<file path="src/rtl/i2cmra_pkg.sv">
// Package: constants and types for the register-access two-wire master
package i2cmra_pkg;
  // System clock and bus rate
  localparam int unsigned CLK_HZ = 125000000;
  localparam int unsigned BUS_HZ = 380000;
  // Quarter-bit period in system cycles, rounded down so the bus is not slower
  localparam int unsigned QTR_CYC = CLK_HZ / (BUS_HZ * 4);
  localparam logic [7:0] QTR_CYC_W = 8'(QTR_CYC);
  // Bits per byte and the acknowledge slot
  localparam logic [3:0] BITS_PER_BYTE = 4'h8;
  localparam logic [3:0] ACK_SLOT = 4'h8;
  // Direction flag values
  localparam logic DIR_WRITE = 1'b0;
  localparam logic DIR_READ = 1'b1;
  // Reset values
  localparam logic [7:0] BYTE_RST = 8'h00;
  // Controller states
  typedef enum logic [3:0] {
    ST_IDLE, ST_START, ST_ADDR_W, ST_REG, ST_WDATA,
    ST_RSTART, ST_ADDR_R, ST_RDATA, ST_STOP
  } i2cmra_state_e;
endpackage

</file>
<file path="src/rtl/i2cmra_fifo_if.sv">
// Interface: valid/ready stream between the FIFO and the controller
`timescale 1ns/1ns
`default_nettype none
interface i2cmra_fifo_if #(parameter int W = 8);
  logic in_valid;
  logic in_ready;
  logic [W-1:0] in_data;
  logic out_valid;
  logic out_ready;
  logic [W-1:0] out_data;
  modport fifo (input in_valid, output in_ready, input in_data,
                output out_valid, input out_ready, output out_data);
  modport src (output in_valid, input in_ready, output in_data);
  modport snk (input out_valid, output out_ready, input out_data);
endinterface
`default_nettype wire

</file>
<file path="src/rtl/i2cmra_fifo.sv">
// Synchronous FIFO with registered read data, valid/ready on both sides
`timescale 1ns/1ns
`default_nettype none
module i2cmra_fifo #(
  parameter int W = 8,
  parameter int DEPTH = 16
) (
  input wire logic clk,
  input wire logic rst_n,
  i2cmra_fifo_if.fifo f
);
  localparam int AW = $clog2(DEPTH);
  typedef struct packed {
    logic [AW-1:0] wp;
    logic [AW-1:0] rp;
    logic [AW:0] cnt;
    logic ov;
    logic [W-1:0] od;
  } i2cmra_fst_s;
  i2cmra_fst_s st_reg, st_next;
  logic [W-1:0] mem [DEPTH];
  logic wr, rd, load;
  logic full; // Array plus output register hold DEPTH words
  // Handshake decode
  always_comb begin
    // Count the word parked in the output register as well
    full = ((st_reg.cnt + (AW+1)'(st_reg.ov)) == (AW+1)'(DEPTH));
    wr = f.in_valid && !full;
    rd = f.out_ready && st_reg.ov;
    // Refill the output register when it empties or is consumed
    load = (!st_reg.ov || rd) && (st_reg.cnt != '0);
    st_next = st_reg;
    if (wr) begin
      st_next.wp = st_reg.wp + 1'b1;
    end
    if (load) begin
      st_next.rp = st_reg.rp + 1'b1;
      st_next.od = mem[st_reg.rp];
      st_next.ov = 1'b1;
    end else if (rd) begin
      st_next.ov = 1'b0;
    end
    st_next.cnt = st_reg.cnt + (AW+1)'(wr) - (AW+1)'(load);
  end
  // Storage array
  always_ff @(posedge clk) begin
    if (wr) begin
      mem[st_reg.wp] <= f.in_data;
    end
  end
  // State register
  always_ff @(posedge clk or negedge rst_n) begin
    if (!rst_n) begin
      st_reg <= '0;
    end else begin
      st_reg <= st_next;
    end
  end
  assign f.in_ready = !full;
  assign f.out_valid = st_reg.ov;
  assign f.out_data = st_reg.od;
endmodule
`default_nettype wire

</file>
<file path="src/rtl/i2cmra_top.sv">
// Two-wire bus master doing register-addressed writes and reads
`timescale 1ns/1ns
`default_nettype none
module i2cmra_top #(
  parameter int FIFO_DEPTH = 16,
  parameter int LEN_W = 8
) (
  input wire logic clk,
  input wire logic rstn,
  // Command: pulse cmd_go while idle
  input wire logic cmd_go,
  input wire logic cmd_read,
  input wire logic [6:0] cmd_addr,
  input wire logic [7:0] cmd_regnum,
  input wire logic [LEN_W-1:0] cmd_len,
  // Write data stream into the FIFO
  input wire logic wr_valid,
  output logic wr_ready,
  input wire logic [7:0] wr_data,
  // Read data out
  output logic rd_valid,
  output logic [7:0] rd_data,
  // Status
  output logic busy,
  output logic done,
  output logic nack,
  // Open-drain pins, enable low while pulling the line low
  input wire logic scl_i,
  output logic scl_o,
  output logic scl_oe_n,
  input wire logic sda_i,
  output logic sda_o,
  output logic sda_oe_n
);
  // Reset release synchroniser
  // Asserts at once, releases two edges later for a clean exit
  logic [1:0] rst_sync_reg;
  logic rst_n;
  always_ff @(posedge clk or negedge rstn) begin
    if (!rstn) begin
      rst_sync_reg <= 2'b00;
    end else begin
      rst_sync_reg <= {rst_sync_reg[0], 1'b1};
    end
  end
  assign rst_n = rst_sync_reg[1];

  // Data line input through two flops; clock input only observed, no stretching wait
  // Both reset to the released level so no false start follows reset
  logic [1:0] sda_sync_reg;
  logic [1:0] scl_sync_reg;
  always_ff @(posedge clk or negedge rst_n) begin
    if (!rst_n) begin
      sda_sync_reg <= 2'b11;
      scl_sync_reg <= 2'b11;
    end else begin
      sda_sync_reg <= {sda_sync_reg[0], sda_i};
      scl_sync_reg <= {scl_sync_reg[0], scl_i};
    end
  end
  logic sda_s;
  assign sda_s = sda_sync_reg[1];

  // Write data buffer
  i2cmra_fifo_if #(.W(8)) fq ();
  assign fq.in_valid = wr_valid;
  assign fq.in_data = wr_data;
  i2cmra_fifo #(.W(8), .DEPTH(FIFO_DEPTH)) u_fifo (
    .clk(clk),
    .rst_n(rst_n),
    .f(fq)
  );

  // Whole controller state
  typedef struct packed {
    // Sequencer
    i2cmra_pkg::i2cmra_state_e st; // Controller state
    logic [7:0] qcnt; // Quarter-bit down counter
    logic [1:0] phase; // Quarter within a bit
    logic [3:0] bitn; // Bit index, 8 is the ack slot
    // Byte shifter and command copy
    logic [7:0] sh; // Shift register, MSB out first
    logic rd; // Read transaction
    logic [6:0] addr; // Slave address
    logic [7:0] regn; // Register number
    logic [LEN_W-1:0] left; // Data bytes still to move
    // Pin drive, low enable pulls the line
    logic scl;
    logic sda;
    // Registered outputs
    logic rdv;
    logic [7:0] rdd;
    logic busy;
    logic done;
    logic nack;
    logic wrdy;
    logic pop; // Consume the FIFO head
  } i2cmra_st_s;
  i2cmra_st_s s_reg, s_next;

  // Quarter-bit tick
  // One pulse per quarter bit, the only slower rate in the block
  logic tick;
  assign tick = (s_reg.qcnt == '0);

  // Address byte assembly
  function automatic logic [7:0] addr_byte(input logic [6:0] a, input logic dir);
    addr_byte = {a, dir};
  endfunction

  assign fq.out_ready = s_reg.pop;

  // Next-state logic
  always_comb begin
    s_next = s_reg;
    // One-cycle pulses default low
    s_next.rdv = 1'b0;
    s_next.done = 1'b0;
    s_next.pop = 1'b0;
    s_next.wrdy = fq.in_ready;
    // Divider towards the bus rate
    s_next.qcnt = tick ? i2cmra_pkg::QTR_CYC_W - 8'h01 : s_reg.qcnt - 8'h01;
    unique case (s_reg.st)
      i2cmra_pkg::ST_IDLE: begin
        // Bus released, wait for a command
        s_next.scl = 1'b1;
        s_next.sda = 1'b1;
        s_next.phase = 2'h0;
        if (cmd_go) begin
          // Latch the command; zero length counts as one byte
          s_next.st = i2cmra_pkg::ST_START;
          s_next.rd = cmd_read;
          s_next.addr = cmd_addr;
          s_next.regn = cmd_regnum;
          s_next.left = (cmd_len == '0) ? LEN_W'(1) : cmd_len;
          s_next.busy = 1'b1;
          s_next.nack = 1'b0;
          s_next.qcnt = i2cmra_pkg::QTR_CYC_W - 8'h01;
        end
      end
      i2cmra_pkg::ST_START, i2cmra_pkg::ST_RSTART: begin
        // Phases: release data, raise clock, pull data, pull clock
        if (tick) begin
          s_next.phase = s_reg.phase + 2'h1;
          unique case (s_reg.phase)
            2'h0: s_next.sda = 1'b1;
            2'h1: s_next.scl = 1'b1;
            2'h2: s_next.sda = 1'b0;
            2'h3: begin
              // Clock low: load the address byte with its direction
              s_next.scl = 1'b0;
              s_next.bitn = 4'h0;
              s_next.sh = (s_reg.st == i2cmra_pkg::ST_RSTART) ?
                addr_byte(s_reg.addr, i2cmra_pkg::DIR_READ) :
                addr_byte(s_reg.addr, i2cmra_pkg::DIR_WRITE);
              s_next.st = (s_reg.st == i2cmra_pkg::ST_RSTART) ?
                i2cmra_pkg::ST_ADDR_R : i2cmra_pkg::ST_ADDR_W;
            end
          endcase
        end
      end
      i2cmra_pkg::ST_STOP: begin
        // Phases: pull data, raise clock, release data, finish
        if (tick) begin
          s_next.phase = s_reg.phase + 2'h1;
          unique case (s_reg.phase)
            2'h0: s_next.sda = 1'b0;
            2'h1: s_next.scl = 1'b1;
            2'h2: s_next.sda = 1'b1;
            2'h3: begin
              s_next.st = i2cmra_pkg::ST_IDLE;
              s_next.busy = 1'b0;
              s_next.done = 1'b1;
            end
          endcase
        end
      end
      default: begin
        // Byte engine: nine clocks, phase 0 set data, 1 raise, 2 sample, 3 lower
        if (tick) begin
          s_next.phase = s_reg.phase + 2'h1;
          unique case (s_reg.phase)
            2'h0: begin
              if (s_reg.bitn == i2cmra_pkg::ACK_SLOT) begin
                // Receiver acks a written byte; master acks reads, last one high
                s_next.sda = (s_reg.st == i2cmra_pkg::ST_RDATA) ?
                  (s_reg.left == LEN_W'(1)) : 1'b1;
              end else begin
                s_next.sda = (s_reg.st == i2cmra_pkg::ST_RDATA) ? 1'b1 : s_reg.sh[7];
              end
            end
            2'h1: s_next.scl = 1'b1;
            2'h2: begin
              // Clock not checked for stretching
              if (s_reg.bitn != i2cmra_pkg::ACK_SLOT) begin
                s_next.sh = {s_reg.sh[6:0], sda_s};
              end else if (s_reg.st != i2cmra_pkg::ST_RDATA && sda_s) begin
                s_next.nack = 1'b1;
              end
            end
            2'h3: begin
              // Clock low: next bit, or decide after the ack slot
              s_next.scl = 1'b0;
              s_next.bitn = s_reg.bitn + 4'h1;
              if (s_reg.bitn == i2cmra_pkg::ACK_SLOT) begin
                s_next.bitn = 4'h0;
                if (s_reg.nack) begin
                  s_next.st = i2cmra_pkg::ST_STOP;
                end else begin
                  unique case (s_reg.st)
                    i2cmra_pkg::ST_ADDR_W: begin
                      s_next.st = i2cmra_pkg::ST_REG;
                      s_next.sh = s_reg.regn;
                    end
                    i2cmra_pkg::ST_REG: begin
                      // Read turns round; write needs a buffered byte
                      if (s_reg.rd) begin
                        s_next.st = i2cmra_pkg::ST_RSTART;
                      end else if (fq.out_valid) begin
                        s_next.st = i2cmra_pkg::ST_WDATA;
                        s_next.sh = fq.out_data;
                        s_next.pop = 1'b1;
                      end else begin
                        s_next.st = i2cmra_pkg::ST_STOP;
                      end
                    end
                    i2cmra_pkg::ST_WDATA: begin
                      // Stop after the counted bytes or when the buffer runs dry
                      if (s_reg.left == LEN_W'(1) || !fq.out_valid) begin
                        s_next.st = i2cmra_pkg::ST_STOP;
                      end else begin
                        s_next.sh = fq.out_data;
                        s_next.pop = 1'b1;
                      end
                      s_next.left = s_reg.left - LEN_W'(1);
                    end
                    i2cmra_pkg::ST_ADDR_R: begin
                      s_next.st = i2cmra_pkg::ST_RDATA;
                    end
                    default: begin
                      // Read byte complete: hand it out
                      s_next.rdv = 1'b1;
                      s_next.rdd = s_reg.sh;
                      s_next.left = s_reg.left - LEN_W'(1);
                      if (s_reg.left == LEN_W'(1)) begin
                        s_next.st = i2cmra_pkg::ST_STOP;
                      end
                    end
                  endcase
                end
              end
            end
          endcase
        end
      end
    endcase
  end

  // State register
  // Reset leaves both lines released and the sequencer idle
  always_ff @(posedge clk or negedge rst_n) begin
    if (!rst_n) begin
      s_reg <= '{st: i2cmra_pkg::ST_IDLE, scl: 1'b1, sda: 1'b1, rdd: i2cmra_pkg::BYTE_RST,
                 default: '0};
    end else begin
      s_reg <= s_next;
    end
  end

  // Outputs straight from flops, except the pin data outputs tied low
  // Stream side
  assign wr_ready = s_reg.wrdy;
  assign rd_valid = s_reg.rdv;
  assign rd_data = s_reg.rdd;
  // Status
  assign busy = s_reg.busy;
  assign done = s_reg.done;
  assign nack = s_reg.nack;
  // Open drain: the pins only ever pull low
  assign scl_o = 1'b0;
  assign scl_oe_n = s_reg.scl;
  assign sda_o = 1'b0;
  assign sda_oe_n = s_reg.sda;
endmodule
`default_nettype wire

</file>
<file path="config.mk">
export PLATFORM = sky130hd
export DESIGN_NAME = i2cmra_top
export DESIGN_NICKNAME = d
export VERILOG_FILES = /design/src/rtl/i2cmra_pkg.sv /design/src/rtl/i2cmra_fifo_if.sv /design/src/rtl/i2cmra_fifo.sv /design/src/rtl/i2cmra_top.sv
export SDC_FILE = /design/constraint.sdc
export NUM_CORES = 1
export LEC_CHECK = 0
export ABC_CLOCK_PERIOD_IN_PS = 2700
export BUFFER_PORTS_ARGS = -buffer_cell sky130_fd_sc_hd__buf_2
export CORE_MARGIN = 3
export CORE_UTILIZATION = 55
export DETAILED_ROUTE_END_ITERATION = 8
export GPL_TIMING_DRIVEN = 0
export HOLD_SLACK_MARGIN = 0.15
export PLACE_DENSITY = 0.76
export SLEW_MARGIN = 20
export SYNTH_ARGS = -nofsm -noshare
export SYNTH_HDL_FRONTEND = slang
export SYNTH_SLANG_ARGS = --single-unit
export TNS_END_PERCENT = 100
</file>
<file path="constraint.sdc">
create_clock -name clk -period 2.7 [get_ports clk]
set_input_delay 0.27 -clock clk [delete_from_list [all_inputs] [get_ports clk]]
set_output_delay 0.27 -clock clk [all_outputs]
set_load 0.02 [all_outputs]
</file>
Yosys cells after proc, flatten, opt, wreduce, memory -nomap -nowiden:

Memory sizes are Yosys's and may differ from the RTL's. A register that Yosys moved wholly into a read port is not among the register bits.
Index checks and enable logic that the tools add are counted.

* equal/unequal tests: 35
* bitwise logic cells: 5
* add/subtract/negate cells: 9
* mux-type cells: 82
* reductions and logical operators: 42

Operator list (count)
* $mux 8: 13
* $mux 4: 13
* $mux 9: 5
* $mux 12: 3
* $pmux 8 s2: 2
* $mux 14: 2
* $mux 1: 25
* $pmux 12 s2: 1
* $pmux 8 s3: 1
* $mux 19: 1
* $reduce_and 6->1: 3
* $eq 4x3->1 const B: 4
* $logic_not 8->1: 2
* $pmux 4 s4: 1
* $reduce_bool 2->1: 8
* $sub 8x1->8 const B: 2
* $add 4x1->4 const B: 3
* $ne 2x1->1 const B: 6
* $ne 4x4->1 const B: 3
* $pmux 1 s2: 6
* $pmux 2 s3: 2
* $pmux 4 s3: 1
* $reduce_and 11->1: 1
* $add 5x1->5: 2
* other kinds (34): 63

* output and inout port bits: 17
* logic and storage cells: 198
* bits in writable memories: 128
* input port bits: 38
* memories kept: 1
* bits in registers: 84

Memories
* u_fifo.mem: depth 16, bits a word 8, rd ports 1, clocked after memory_dff 1, write ports 1, RTL line i2cmra_fifo.sv:21 `logic [W-1:0] mem [DEPTH];`

Logic depth before layout (Yosys ltp):

* depth in word-level cells: 9
* gate-level depth with buffers: 15
* depth with buffers taken out: 15

Hierarchy:

A second synthesis with hierarchy kept.

* cells, all modules: 751
* area, all modules: 10167.3 µm²

By module, submodules not included
* i2cmra_fifo: seq. area each 4394.2 µm², instances 1, cells each 339, area an instance 6302.3 µm²
* i2cmra_top: seq. area each 1756.7 µm², instances 1, cells each 412, area an instance 3865.0 µm²

Least setup slack after synthesis:

Ideal clock, no wire load.

* kind: register -> register
* from: register u_fifo.st_reg (netlist bit u_fifo.f.out_valid)
* to: register u_fifo.st_reg[13] (netlist name)
* path buffers: 1
* arrival time: 2.452 ns
* data required time: 2.575 ns
* stages on the path, launching flop included: 15
* clock period less this slack: 2.577 ns
* path slack: 0.123 ns
* setup time: 0.125 ns
* path through: dfrtp_1 ha_1 ha_1 nand2_1 o2bb2ai_1 a31oi_1 clkbuf_1 ha_1 inv_1 fa_1 inv_1 a21oi_1 nor2_1 nor2_1 xnor2_1

RTL lines
* from (decl): RTL line i2cmra_fifo.sv:20 `i2cmra_fst_s st_reg, st_next;`
* from (signal assigned): RTL line i2cmra_fifo.sv:56 `st_reg <= st_next;`

Worst setup path after layout:

* from: register u_fifo.st_reg[9] (netlist name)
* to: memory u_fifo.mem[13][3] (enable)

* cells in the longest elaborated chain, start to end: 6

Ends and longest elaborated chain
* $add 5x1->5: RTL line i2cmra_fifo.sv:27 `full = ((st_reg.cnt + (AW+1)'(st_reg.ov)) == (AW+1)'(DEPTH));`
* $eq 5x5->1: RTL line i2cmra_fifo.sv:27
* $logic_not 1->1: RTL line i2cmra_fifo.sv:28 `wr = f.in_valid && !full;`
* $logic_and 1x1->1: RTL line i2cmra_fifo.sv:28
* $mux 1: RTL line i2cmra_fifo.sv:47 `if (wr) begin`
* $mux 1 (implied by the code): RTL line i2cmra_fifo.sv:48 `mem[st_reg.wp] <= f.in_data;`
* to (decl): RTL line i2cmra_fifo.sv:21

No other way between the ends.

==> parameters.txt <==
Parameter                              Value

Min path
  Type of the most critical hold path ... input port to register
  Endpoint of the worst hold-timing path ... u_fifo.mem[1][1]$_DFFE_PP_
  Hold Path Origin ... wr_data[1]
  Cell depth of the worst hold path ... 1

STA
  Final slew viol count ... 0
  Slew at the pin closest to its max-slew limit ... 0.798 ns
  Highest Clock Rate ... 0.390 GHz
  Final critical-path required period ... 2.56 ns
  Worst setup margin ... 0.136 ns
  Final setup skew ... 0.0102 ns
  Setup violators final ... 0
  Final count of hold timing violations ... 0
  Worst rel slew slack ... 46.4%
  Final cycle utilization of the critical path ... 95.0%

Detailed routing
  Final routed wirelength across all metal layers ... 21100 um
  Number of DRC markers after the initial detailed-route iteration ... 443
  Iteration count of the initial detailed-routing pass ... 5
  Number of vias per cell ... 5.86
  Via total after detailed routing ... 6164
  Per-cell routed wire length ... 20.1 um
  Post-route antenna net violation count ... 0
  DRC violation count after routing ... 0

Clock network
  TritonCTS clock tree ... done
  Master cell of the clock root buffer ... clkbuf_16
  TritonCTS buffer count ... 23
  Number of buffers between clock root and the deepest sink ... 3
  Insertion delay of the later-clocked pin in the worst-skew pair ... 0.51 ns
  Clk slew on worst S/H paths ... 0.06 ns
  Total clock sinks ... 220
  CTS H-tree depth ... 1

Placed design
  Global placement routability congestion ... 0.911
  # port buffers ... 51
  Worst-case setup slack after placement ... -0.496 ns
  Half-perimeter wire length of the detailed placement result ... 14100 um
  Placed Area ... 10400 sq um

Cells and area
  Nets ... 873
  Antenna diodes ... 0
  Share of layout cells above drive strength 1 ... 25.4%
  Layout area overhead ... 17.4%
  Final standard cell area without fillers ... 11600 sq um
  Utilization of the core after routing ... 66.5%
  Number of flip-flops in the largest register ... 128

Power and ir drop
  Power per Cell Area ... 689 nW/um^2
  Proportion of power drawn by combinational gates ... 12.2%
  Worst IR Drop VDD ... 0.000563 V
  Power share of the sequential group ... 50.4%
  Clock group share of total power ... 37.4%
  Switching power share of the total ... 24.5%
  Sw Pwr ... 1.95 mW
  Leak Pwr ... 4.64 nW
  Pwr Total ... 7.98 mW
  P_int ... 6.03 mW

Floorplanning
  Die H ... 140 um
  Number of cell rows ... 48
  Core outline area ... 17400 sq um
  Initial Util ... 56.6%
  Overall die area ... 19600 sq um
  Width of the chip ... 140 um
  I/O pin count ... 55

Global routing
  Antenna violations before repair ... 0
  Final global-route overflow total ... 0
  First-pass GRT wire length ... 33500 um
  Global routing usage summed across all routing layers ... 21.3%
  Vias in the first global route ... 6353
  Largest net degree at the start of global routing ... 62

Logic synthesis
  Avg Synthesized Cell Area ... 14.2 sq um
  Synth Register Bits ... 220
  Synthesis Warnings ... 0
  Leading cell types by total area after synthesis ... edfxtp_1 39%, dfrtp_1 22%, mux4_2 7.3%
  Primary FF master, synth ... edfxtp_1
  Synthesized instance count ... 696
  Proportion of netlist area held by the largest area contributor ... 39.0%
  Share of async-settable or async-resettable flops after synthesis ... 41.8%
  Count of different cell masters after synthesis ... 69
  Cell area after synthesis ... 9860 sq um
  Cell type contributing the most total cell area after synthesis ... edfxtp_1
  Count of flip-flops with a built-in enable after synthesis ... 128
  Share of synthesized area occupied by flip-flops and latches ... 62.4%

Flow run
  Max-cap violations ... 0

Critical path
  Crit path max fanout ... 10
  Critical Path Max Stage Delay ... 0.50 ns
  Data required, critical path ... 2.85 ns
  Critical-path cell list ... ha_2 > ha_1 > nand2_1 > o2bb2ai_1 > a31oi_2 > buf_4 > clkbuf_1 > and3_1
  Reg2reg setup slack ... 0.14 ns
  Worst reg-to-reg path cell count ... 8
  Crit. End Element ... register
  Crit path arrival time ... 2.72 ns
  Setup Crit Path Kind ... register to register
  Startpoint type of the worst setup path ... register
  Critical Path Slowest Stage Cell ... and3_1
  Worst r2r src ... u_fifo.st_reg[9]$_DFF_PN0_
  Origin of the worst setup path ... u_fifo.st_reg[9]$_DFF_PN0_
  RR Endpoint ... u_fifo.mem[13][3]$_DFFE_PP_

Run status
  Outcome ... complete, no violations
[per-stage QoR]
stage / TNS, ns / cells / hold WS (ns)
CTS: 0 / 1046 / 0.154
finish: 0 / 1052 / 0.169
detailed placement: -9.95 / 974 / 0.0569
global placement: -6.41 / 973 / 0.0550
floorplan: 0 / 697 / -0.0256
global route: -0.0284 / 1052 / 0.162
[timing repair]
| item | 4_1_cts | 5_1_grt |
|---|---|---|
| hold endpoints to repair | 53 | 0 |
| hold buffers | 27 | 0 |
| setup endpoints to repair | 119 | 25 |
| setup buffers | 3 | 6 |
| pin swaps | 2 | 1 |
| resized for setup | 12 | 8 |
[area by class of cell]
cell class | count | area [sq um]
Sequential cell | 220 | 6160
Fill cell | 1201 | 5840
Multi-Input combinational cell | 407 | 3440
Timing Repair Buffer | 88 | 633
Clock buffer | 32 | 629
Tap cell | 225 | 282
Buffer | 44 | 245
Inverter | 26 | 100
Clock inverter | 10 | 91.3
[layer usage]
layer	up-vias	track usage, %	part of all wire [%]
li1	2827	-	-
met1	3062	29.4	42
met2	224	36.1	50
met3	51	2.63	5.1
met4	0	6.17	2.9
met5	-	0	0
[cell usage after synthesis (3+ instances only)]
library cell,n
nor4_1,3
mux2_1,4
mux2_2,31
nor3_1,14
nor2_1,52
inv_1,26
buf_4,10
o22ai_1,11
mux4_2,32
o21ai_0,22
nand4_1,4
dfrtp_1,88
nand3_1,9
edfxtp_1,128
buf_1,4
clkbuf_1,19
xnor2_1,14
nor2b_1,6
a21oi_1,19
dfstp_2,4
buf_2,8
a21o_1,10
a22oi_1,10
o31ai_1,8
and3_1,17
buf_6,3
o21ai_1,6
xor2_1,5
nand2_1,33
ha_1,24
nand2b_1,6
mux2i_1,17
a31oi_1,3
[worst max-delay path by stage]
stage / slack [ns] / cells after the start / to
CTS: 0.004 / 15 / u_fifo.st_reg[13]$_DFF_PN0_
floorplan: 0.12 / 14 / u_fifo.st_reg[13]$_DFF_PN0_
global placement: -0.56 / 8 / u_fifo.mem[3][1]$_DFFE_PP_
finish: 0.14 / 8 / u_fifo.mem[13][3]$_DFFE_PP_
detailed placement: -0.50 / 14 / u_fifo.st_reg[13]$_DFF_PN0_
global route: -0.03 / 15 / u_fifo.st_reg[13]$_DFF_PN0_
[power groups by stage]
| stage | combinational (mW) | clock, mW | sequential, mW |
|---|---|---|---|
| after floorplan | 0.587 | 0 | 4.04 |
| after global placement | 0.771 | 0 | 4.06 |
| after detailed placement | 0.856 | 0 | 4.07 |
| after CTS | 0.942 | 3.05 | 4.03 |
| after global routing | 1.08 | 3.20 | 4.04 |
| final | 0.970 | 2.99 | 4.02 |
[logic make-up after synthesis]
family	share of synthesized area, %
flops	62.4
simple gates	9.01
compound gates	7.23
mux	13.0
buf+inv	3.37
fa+ha+maj	3.25
xor+xnor	1.69
other cells	0.0761
[critical path, delay by kind of cell, from the launching register on]
| kind | cells | cell delay, ns |
|---|---|---|
| adders and majority gates | 2 | 0.40 |
| AOI/OAI and AO/OA | 2 | 0.37 |
| DFF | 1 | 0.44 |
| and+or+nand+nor | 2 | 0.56 |
| buffers and inverters | 2 | 0.44 |
[placed cells by master (no fill, tap or decap), types with 11 or more instances in the layout]
master / Yosys / routed
dlygate4sd3_1: 0 / 27
buf_4: 10 / 18
clkbuf_1: 19 / 25
xnor2_1: 14 / 14
o22ai_1: 11 / 11
inv_1: 26 / 23
mux2_2: 31 / 31
nor3_1: 14 / 13
o21ai_0: 22 / 22
ha_1: 24 / 23
clkbuf_16: 0 / 23
buf_2: 8 / 59
and3_1: 17 / 15
a21oi_1: 19 / 19
mux4_2: 32 / 32
edfxtp_1: 128 / 128
nand2_1: 33 / 33
mux2i_1: 17 / 17
dfrtp_1: 88 / 84
nor2_1: 52 / 52
Power figures use the tool's default switching activity.
